$ cat src/rtl/pss_regs.vh
// Constants for the status summary registers and their clearing patterns
`ifndef PSS_REGS_VH
`define PSS_REGS_VH

`define PSS_CMD_ALERT_MASK  8'h1b
`define PSS_CMD_SUM_BYTE    8'h78
`define PSS_CMD_SUM_WORD    8'h79
`define PSS_CMD_OUTPUT_VOLTAGE_SUMMARY_FLAGS  8'h7a

`define PSS_SUM_BYTE_RST    8'h00
`define PSS_SUM_WORD_RST    16'h0000
`define PSS_OUTPUT_VOLTAGE_SUMMARY_FLAGS_RST  8'h00
`define PSS_MASK_RST        8'h00

`define PSS_CLR_BUSY_BYTE   8'h80
`define PSS_CLR_BUSY_WORD   16'h0080
`define PSS_CLR_BUSY_UNK    16'h0180

`define PSS_BIT_BUSY        7
`define PSS_BIT_OFF         6
`define PSS_BIT_OUT_OVERVOLT 5
`define PSS_BIT_OUT_OVERCUR 4
`define PSS_BIT_IN_UNDERVOLT 3
`define PSS_BIT_TEMP        2
`define PSS_BIT_COMM_MEM_LOGIC 1
`define PSS_BIT_OTHER_ANY   0
`define PSS_BIT_OUTPUT_VOLTAGE_SUMMARY_SUM    15
`define PSS_BIT_OUTPUT_CURRENT_SUMMARY_SUM    14
`define PSS_BIT_INPUT_SUM   13
`define PSS_BIT_VENDOR_SUM  12
`define PSS_BIT_POWER_GOOD  11
`define PSS_BIT_OTHER_CAT   9

`define PSS_OUTPUT_VOLTAGE_SUMMARY_SUPPORTED  8'hfc
`define PSS_OUTPUT_VOLTAGE_SUMMARY_BIT_OV     7

`define PSS_MASK_IDX_BYTE   2'd0
`define PSS_MASK_IDX_WHIGH  2'd1
`define PSS_MASK_IDX_OUTPUT_VOLTAGE_SUMMARY   2'd2
`define PSS_MASK_IDX_NONE   2'd3

`endif

$ cat src/rtl/pss_output_voltage_summary_flags.v
// Latched output-voltage flag register with write-one-to-clear
`include "pss_regs.vh"
module pss_output_voltage_summary_flags (
   // Clock and reset
   input  wire       ref_clk_in,
   input  wire       rstn_in,
   // Fault events, bit 7 down to bit 2
   input  wire [5:0] set_events_in,
   // Clearing
   input  wire       clear_faults_in,
   input  wire       w1c_valid_in,
   input  wire [7:0] w1c_data_in,
   // Flags
   output wire [7:0] flags_out
);
   reg  [7:0] flags_q;
   reg  [7:0] flags_d;
   wire [7:0] set_vec;
   wire [7:0] clr_vec;

   assign set_vec = {set_events_in, 2'b00};
   assign clr_vec = (clear_faults_in ? 8'hff : 8'h00) |
                    (w1c_valid_in ? w1c_data_in : 8'h00);

   // Set wins over a clear in the same cycle so no event is lost
   always @* begin
      flags_d = ((flags_q & ~clr_vec) | set_vec) &
                `PSS_OUTPUT_VOLTAGE_SUMMARY_SUPPORTED;
   end

   always @(posedge ref_clk_in) begin
      if (!rstn_in) begin
         flags_q <= `PSS_OUTPUT_VOLTAGE_SUMMARY_FLAGS_RST;
      end else begin
         flags_q <= flags_d;
      end
   end

   assign flags_out = flags_q;
endmodule // pss_output_voltage_summary_flags

$ cat src/rtl/pss_mask_mem.v
// Small mask store, one byte per alert-capable status byte
`include "pss_regs.vh"
module pss_mask_mem #(
   parameter DEPTH = 3
) (
   // Clock and reset
   input  wire       ref_clk_in,
   input  wire       rstn_in,
   // Write port
   input  wire       wr_en_in,
   input  wire [1:0] wr_idx_in,
   input  wire [7:0] wr_data_in,
   // Registered read port
   input  wire [1:0] rd_idx_in,
   output reg  [7:0] rd_data_out,
   // All masks at once for the alert gate
   output wire [23:0] masks_out
);
   reg [7:0] mem_q [0:DEPTH-1];
   integer i;

   always @(posedge ref_clk_in) begin
      if (!rstn_in) begin
         for (i = 0; i < DEPTH; i = i + 1) begin
            mem_q[i] <= `PSS_MASK_RST;
         end
         rd_data_out <= 8'h00;
      end else begin
         if (wr_en_in && ({30'd0, wr_idx_in} < DEPTH)) begin
            mem_q[wr_idx_in] <= wr_data_in;
         end
         if ({30'd0, rd_idx_in} < DEPTH) begin
            rd_data_out <= mem_q[rd_idx_in];
         end else begin
            rd_data_out <= 8'h00;
         end
      end
   end

   assign masks_out = {mem_q[2], mem_q[1], mem_q[0]};
endmodule // pss_mask_mem

$ cat src/rtl/pss_status_summary.v
// Status summary byte and word with busy, unknown and mask handling
`include "pss_regs.vh"
module pss_status_summary (
   // Clock and reset
   input  wire        ref_clk_in,
   input  wire        rstn_in,
   // Command port from the bus protocol engine
   input  wire        cmd_valid_in,
   input  wire        cmd_write_in,
   input  wire        cmd_word_in,
   input  wire [7:0]  cmd_code_in,
   input  wire [15:0] cmd_wdata_in,
   input  wire        clear_faults_in,
   // Read answer
   output wire [15:0] rdata_out,
   output reg         rvalid_out,
   output reg         cmd_unsupported_out,
   // Fault events, one-cycle pulses
   input  wire        busy_event_in,
   input  wire        unknown_event_in,
   input  wire [5:0]  output_voltage_summary_events_in,
   // Detailed category summaries, levels from their own registers
   input  wire        output_overcurrent_flag_in,
   input  wire        output_current_summary_any_in,
   input  wire        input_undervoltage_flag_in,
   input  wire        input_any_in,
   input  wire        temp_any_in,
   input  wire        comm_memory_logic_any_in,
   input  wire        vendor_any_in,
   input  wire        other_cat_any_in,
   // Live conditions
   input  wire        converting_in,
   input  wire        power_good_live_in,
   // Summary results
   output reg  [15:0] summary_word_out,
   output wire [7:0]  output_voltage_summary_flags_out,
   output reg         alert_req_out
);
   // Busy and unknown flags are the only storage of the summary
   reg         busy_q;
   reg         busy_d;
   reg         unknown_q;
   reg         unknown_d;
   reg  [15:0] rdata_q;
   reg         rd_mask_q;
   reg  [15:0] word_c;
   wire [7:0]  mask_rd;
   wire [23:0] masks;
   wire        wr_byte;
   wire        wr_word;
   wire        clr_busy;
   wire        clr_unk;
   wire        output_voltage_summary_w1c;
   wire        mask_wr;
   wire        is_read;
   wire        known_code;
   wire        other_any;

   function [1:0] mask_index;
      input [7:0] code;
      begin
         case (code)
            `PSS_CMD_SUM_BYTE:   mask_index = `PSS_MASK_IDX_BYTE;
            `PSS_CMD_SUM_WORD:   mask_index = `PSS_MASK_IDX_WHIGH;
            `PSS_CMD_OUTPUT_VOLTAGE_SUMMARY_FLAGS: mask_index = `PSS_MASK_IDX_OUTPUT_VOLTAGE_SUMMARY;
            default:             mask_index = `PSS_MASK_IDX_NONE;
         endcase
      end
   endfunction

   assign wr_byte = cmd_valid_in & cmd_write_in & ~cmd_word_in;
   assign wr_word = cmd_valid_in & cmd_write_in & cmd_word_in;
   assign is_read = cmd_valid_in & ~cmd_write_in;

   // Only the exact patterns clear; anything else is ignored
   assign clr_busy = (wr_byte && cmd_code_in == `PSS_CMD_SUM_BYTE &&
                      cmd_wdata_in[7:0] == `PSS_CLR_BUSY_BYTE) ||
                     (wr_word && cmd_code_in == `PSS_CMD_SUM_WORD &&
                      (cmd_wdata_in == `PSS_CLR_BUSY_WORD ||
                       cmd_wdata_in == `PSS_CLR_BUSY_UNK)) ||
                     clear_faults_in;
   assign clr_unk  = (wr_word && cmd_code_in == `PSS_CMD_SUM_WORD &&
                      cmd_wdata_in == `PSS_CLR_BUSY_UNK) ||
                     clear_faults_in;

   assign output_voltage_summary_w1c = wr_byte && cmd_code_in == `PSS_CMD_OUTPUT_VOLTAGE_SUMMARY_FLAGS;
   assign mask_wr  = wr_word && cmd_code_in == `PSS_CMD_ALERT_MASK;

   assign known_code = (cmd_code_in == `PSS_CMD_SUM_BYTE) ||
                       (cmd_code_in == `PSS_CMD_SUM_WORD) ||
                       (cmd_code_in == `PSS_CMD_OUTPUT_VOLTAGE_SUMMARY_FLAGS) ||
                       (cmd_code_in == `PSS_CMD_ALERT_MASK);

   pss_output_voltage_summary_flags u_output_voltage_summary (
      .ref_clk_in      (ref_clk_in),
      .rstn_in         (rstn_in),
      .set_events_in   (output_voltage_summary_events_in),
      .clear_faults_in (clear_faults_in),
      .w1c_valid_in    (output_voltage_summary_w1c),
      .w1c_data_in     (cmd_wdata_in[7:0]),
      .flags_out       (output_voltage_summary_flags_out)
   );

   pss_mask_mem #(
      .DEPTH (3)
   ) u_mask (
      .ref_clk_in  (ref_clk_in),
      .rstn_in     (rstn_in),
      .wr_en_in    (mask_wr),
      .wr_idx_in   (mask_index(cmd_wdata_in[15:8])),
      .wr_data_in  (cmd_wdata_in[7:0]),
      .rd_idx_in   (mask_index(cmd_wdata_in[15:8])),
      .rd_data_out (mask_rd),
      .masks_out   (masks)
   );

   // Set wins over clear in the same cycle
   always @* begin
      busy_d    = (busy_q & ~clr_busy) | busy_event_in;
      unknown_d = (unknown_q & ~clr_unk) | unknown_event_in;
   end

   // Catch-all: output-voltage flags other than overvoltage, unknown, vendor, other category
   assign other_any = (|output_voltage_summary_flags_out[6:2]) | unknown_q |
                      vendor_any_in | other_cat_any_in;

   // Pure function of detailed flags; no summary bit is stored here
   always @* begin
      word_c = `PSS_SUM_WORD_RST;
      word_c[`PSS_BIT_BUSY]      = busy_q;
      word_c[`PSS_BIT_OFF]       = ~converting_in;
      word_c[`PSS_BIT_OUT_OVERVOLT] =
         output_voltage_summary_flags_out[`PSS_OUTPUT_VOLTAGE_SUMMARY_BIT_OV];
      word_c[`PSS_BIT_OUT_OVERCUR] = output_overcurrent_flag_in;
      word_c[`PSS_BIT_IN_UNDERVOLT] = input_undervoltage_flag_in;
      word_c[`PSS_BIT_TEMP]      = temp_any_in;
      word_c[`PSS_BIT_COMM_MEM_LOGIC] = comm_memory_logic_any_in;
      word_c[`PSS_BIT_OTHER_ANY] = other_any;
      word_c[`PSS_BIT_OUTPUT_VOLTAGE_SUMMARY_SUM]  = |output_voltage_summary_flags_out;
      word_c[`PSS_BIT_OUTPUT_CURRENT_SUMMARY_SUM]  = output_current_summary_any_in;
      word_c[`PSS_BIT_INPUT_SUM] = input_any_in;
      word_c[`PSS_BIT_VENDOR_SUM] = vendor_any_in;
      word_c[`PSS_BIT_OTHER_CAT] = other_cat_any_in;
      word_c[`PSS_BIT_POWER_GOOD] = power_good_live_in;
      // Bits 10 and 8 keep their zero default
   end

   always @(posedge ref_clk_in) begin
      if (!rstn_in) begin
         busy_q    <= 1'b0;
         unknown_q <= 1'b0;
      end else begin
         busy_q    <= busy_d;
         unknown_q <= unknown_d;
      end
   end

   // Read answers one cycle after the request
   always @(posedge ref_clk_in) begin
      if (!rstn_in) begin
         rdata_q             <= `PSS_SUM_WORD_RST;
         rd_mask_q           <= 1'b0;
         rvalid_out          <= 1'b0;
         cmd_unsupported_out <= 1'b0;
      end else begin
         rvalid_out          <= is_read;
         rd_mask_q           <= is_read &&
                                cmd_code_in == `PSS_CMD_ALERT_MASK;
         cmd_unsupported_out <= cmd_valid_in & ~known_code;
         if (is_read) begin
            case (cmd_code_in)
               `PSS_CMD_SUM_BYTE:
                  rdata_q <= {8'h00, word_c[7:0]};
               `PSS_CMD_SUM_WORD:
                  rdata_q <= word_c;
               `PSS_CMD_OUTPUT_VOLTAGE_SUMMARY_FLAGS:
                  rdata_q <= {8'h00, output_voltage_summary_flags_out};
               default:
                  rdata_q <= 16'h0000;
            endcase
         end
      end
   end

   // Mask reads come straight from the memory's output register
   assign rdata_out = rd_mask_q ? {8'h00, mask_rd} : rdata_q;

   // Live bits are left out of the alert: they are not events
   always @(posedge ref_clk_in) begin
      if (!rstn_in) begin
         summary_word_out <= `PSS_SUM_WORD_RST;
         alert_req_out    <= 1'b0;
      end else begin
         summary_word_out <= word_c;
         alert_req_out    <=
            |({word_c[7], word_c[5:0]} &
              ~{masks[7], masks[5:0]}) |
            |({word_c[15:12], word_c[9]} &
              ~{masks[15:12], masks[9]}) |
            |(output_voltage_summary_flags_out & ~masks[23:16]);
      end
   end
endmodule // pss_status_summary

$ cat config.mk
export PLATFORM = sky130hd
export DESIGN_NAME = pss_status_summary
export DESIGN_NICKNAME = d
export VERILOG_FILES = /design/src/rtl/pss_output_voltage_summary_flags.v /design/src/rtl/pss_mask_mem.v /design/src/rtl/pss_status_summary.v
export VERILOG_INCLUDE_DIRS = /design/src /design/src/rtl
export SDC_FILE = /design/constraint.sdc
export NUM_CORES = 1
export LEC_CHECK = 0
export BUFFER_PORTS_ARGS = -buffer_cell sky130_fd_sc_hd__buf_2
export CORE_UTILIZATION = 45
export DETAILED_ROUTE_END_ITERATION = 8
export GPL_TIMING_DRIVEN = 0
export PLACE_DENSITY_LB_ADDON = 0.3
export SKIP_CTS_REPAIR_TIMING = 1
export SLEW_MARGIN = 20
export SYNTH_ARGS = -nofsm -noshare
export SYNTH_HDL_FRONTEND = slang
export SYNTH_SLANG_ARGS = --single-unit
$ cat constraint.sdc
create_clock -name ref_clk_in -period 3.3 [get_ports ref_clk_in]
set_clock_uncertainty 0.1 [all_clocks]
set_input_delay 0.66 -clock ref_clk_in [delete_from_list [all_inputs] [get_ports ref_clk_in]]
set_output_delay 0.66 -clock ref_clk_in [all_outputs]
set_load 0.01 [all_outputs]
==> metrics.csv <==
metric;value;unit
synth_area;3511;um2
setup_viol;0;
die_w;90.33;um
hold-path-endpoint;rdata_q[11];
routed_wl;8783;um
synth.area.mux_share;0.02566;
path_max_fanout;10;
synthFlopType;dfxtp_1;
yosysWarnings;0;
grt_usage;0.2219;
tns;0;ns
grt_pass1_vias;2770;
cp.arrival;1.83;ns
ant_nets;0;
yosys.area_share.adder;0;
rr_startpoint;u_output_voltage_summary.flags_out[6];
synth_compound_area_frac;0.1133;
drt_iter0_drc;160;
timing.rr.end;alert_req_out;
die_height;90.33;um
clk_path_buf_depth;2;
worst_slew_pin_slew;0.9158;ns
rsz0062_at_grt;no;
post_dp_cell_area;4099;um2
period_minus_slack;2.595;ns
vias_per_cell;5.264;
cp_slowest_cell;dfxtp_1;
gp_congestion;0.8362;
layoutNonFillerInstCount;545;
area_delta_synth_final;22.20;%
r2r_cells;4;
numCtsBuffers;9;
antenna_cells;0;
portBuffers;83;
seq_area_frac_synth;0.5474;
final_nets;490;
r2r_slack;1.32;ns
cp-end-kind;primary output;
rows;31;
hold_viol;0;
layout_common_cells;buf_2, dfxtp_1, nand2_1;
drt_first_pass_iters;4;
async_reset_ff_frac;0;
synth_xor_area_frac;0;
avgSynthCellArea;10.48;um2
cap_violations;0;
hp-start;rdata_q[11];
synth-seq-cells;80;
layout_commonest_cell;buf_2;
layout-drive-gt1-share;0.2892;
hpwl;6824;um
finalMaxSlewViolations;0;
synth_top_family_by_area;simple AND/OR/NAND/NOR gates;
cts.reportedPaths.clkPinSlew;0.09;ns
power.density;460.6;nW/um2
overflow;0;
place_inst;530;
grt_max_degree;15;
leakagePower;1.806;nW
die_area;8160;um2
synth_simple_gate_area_share;0.2545;
synth_cell_type_count;47;
core_area;7408;um2
start_util;0.4739;
vias;2869;
pin_count;91;
routedWlPerCell;16.12;um
fin_ws;0.7050;ns
drcViolationCount;0;
cts_tree;done;
hp-class;reg -> reg;
htree_num_levels;3;
design_area;4290;um2
cts_root_buf;clkbuf_8;
required;2.54;ns
cp_top_family;buffers and inverters;
max_freq;385.4;MHz
clock_sinks;80;
slowest_delay;0.49;ns
worst_hold_path.num_cells;2;
period_share;0.7864;
slew_headroom;0.3848;
critPathKind;reg -> out;
grt_pass1_wl;14060;um
ir_drop;194.4;uV
preCtsSetupSlack;0.3441;ns
grt_antenna_before_repair;0;
status;finished clean;
power.total;1.976;mW
clock_latency;0.35;ns
path_cells;clkbuf_1 -> mux2_2 -> buf_2;
crit_buf_inv;2;
synthCells;335;
synth-edff-count;32;
worstSetupStartpointType;flip-flop;
area by class of cell:
class / instances / area (um2)
plain buffers: 21 / 122.6
clock buffers: 9 / 123.9
clock inverters: 6 / 67.56
fillers: 675 / 3118
inverters: 21 / 81.33
multi-input cells: 226 / 1434
flip-flops and latches: 80 / 1922
well taps: 99 / 123.9
repair buffers: 83 / 415.4
through the flow:
step           hold slack [ns]  utilization
6_report                0.3578       0.5791
5_1_grt                 0.3733       0.5791
4_1_cts                 0.3554       0.5791
3_5_place_dp            0.3441       0.5533
3_3_place_gp            0.3355       0.5533
2_1_floorplan           0.3273            -
worst reg2reg max path: cells and delay by family, from the launching register on:
family | cells | cell delay, ns
simple gates | 3 | 0.98
compound gates | 1 | 0.43
flops | 1 | 0.35
power by group:
group	internal [mW]	total (mW)	switching [mW]
Combinational	0.0686	0.171	0.102
Clock	0.350	0.715	0.365
Sequential	1.07	1.09	0.0223
Total	1.49	1.98	0.490
routing by layer:
| metal | vias to the layer above | track usage | part of all wire |
|---|---|---|---|
| li1 | 1397 | - | - |
| met1 | 1326 | 0.2845 | 0.42 |
| met2 | 125 | 0.3620 | 0.48 |
| met3 | 21 | 0.03704 | 0.074 |
| met4 | 0 | 0.1129 | 0.028 |
| met5 | - | 0 | 0 |
worst max path at each step:
stage / startpoint / to / cells after the start
floorplan: cmd_wdata_in[10] / u_mask.mem_q[0][0] / 5
global placement: cmd_wdata_in[10] / u_mask.mem_q[1][7] / 6
detailed placement: cmd_wdata_in[10] / u_mask.mem_q[1][7] / 6
CTS: rd_mask_q / rdata_out[5] / 3
global route: cmd_wdata_in[10] / u_mask.mem_q[1][2] / 6
finish: rd_mask_q / rdata_out[4] / 3
sequential cells by signal (all words and copies together), names as in the netlist:
name	count
rd_mask_q	1
rdata_q	14
rvalid_out	1
summary_word_out	14
u_mask.mem_q	32
unknown_q	1
u_output_voltage_summary.flags_out	6
u_mask.rd_data_out	8
alert_req_out	1
cmd_unsupported_out	1
busy_q	1
cell usage after synthesis (2+ instances only):
cell	number	area, um2
nand2_1	35	131.4
or4_1	2	15.01
o21a_1	6	45.04
a31oi_1	3	18.77
buf_4	9	67.56
dfxtp_1	48	960.9
nor2b_1	7	43.79
nor3_1	5	25.02
nor4_4	2	42.54
clkbuf_1	7	26.28
o22ai_1	7	43.79
and2_1	33	206.5
nand2b_1	6	37.54
a2111o_1	2	22.52
nor4_1	6	37.54
mux2_2	8	90.09
nand3b_1	3	22.52
nor2_1	16	60.06
and3_1	2	12.51
nand4_1	2	12.51
a21oi_1	9	45.04
inv_1	19	71.32
a211oi_1	8	60.06
buf_1	2	7.510
or3_1	2	12.51
buf_2	2	10.01
nand3_1	18	90.09
and4bb_2	2	25.02
edfxtp_1	32	960.9
a311oi_1	15	131.4
kinds of logic (layout without fill, tap and decap cells):
kind of cell | count (synthesis) | count (layout)
multiplexers | 8 | 8
buffers and inverters | 42 | 140
other | 1 | 14
flip-flops | 80 | 80
AND/OR/NAND/NOR | 150 | 150
AO/OA/AOI/OAI | 54 | 54
Note: power is estimated with default switching activity, not from simulation.
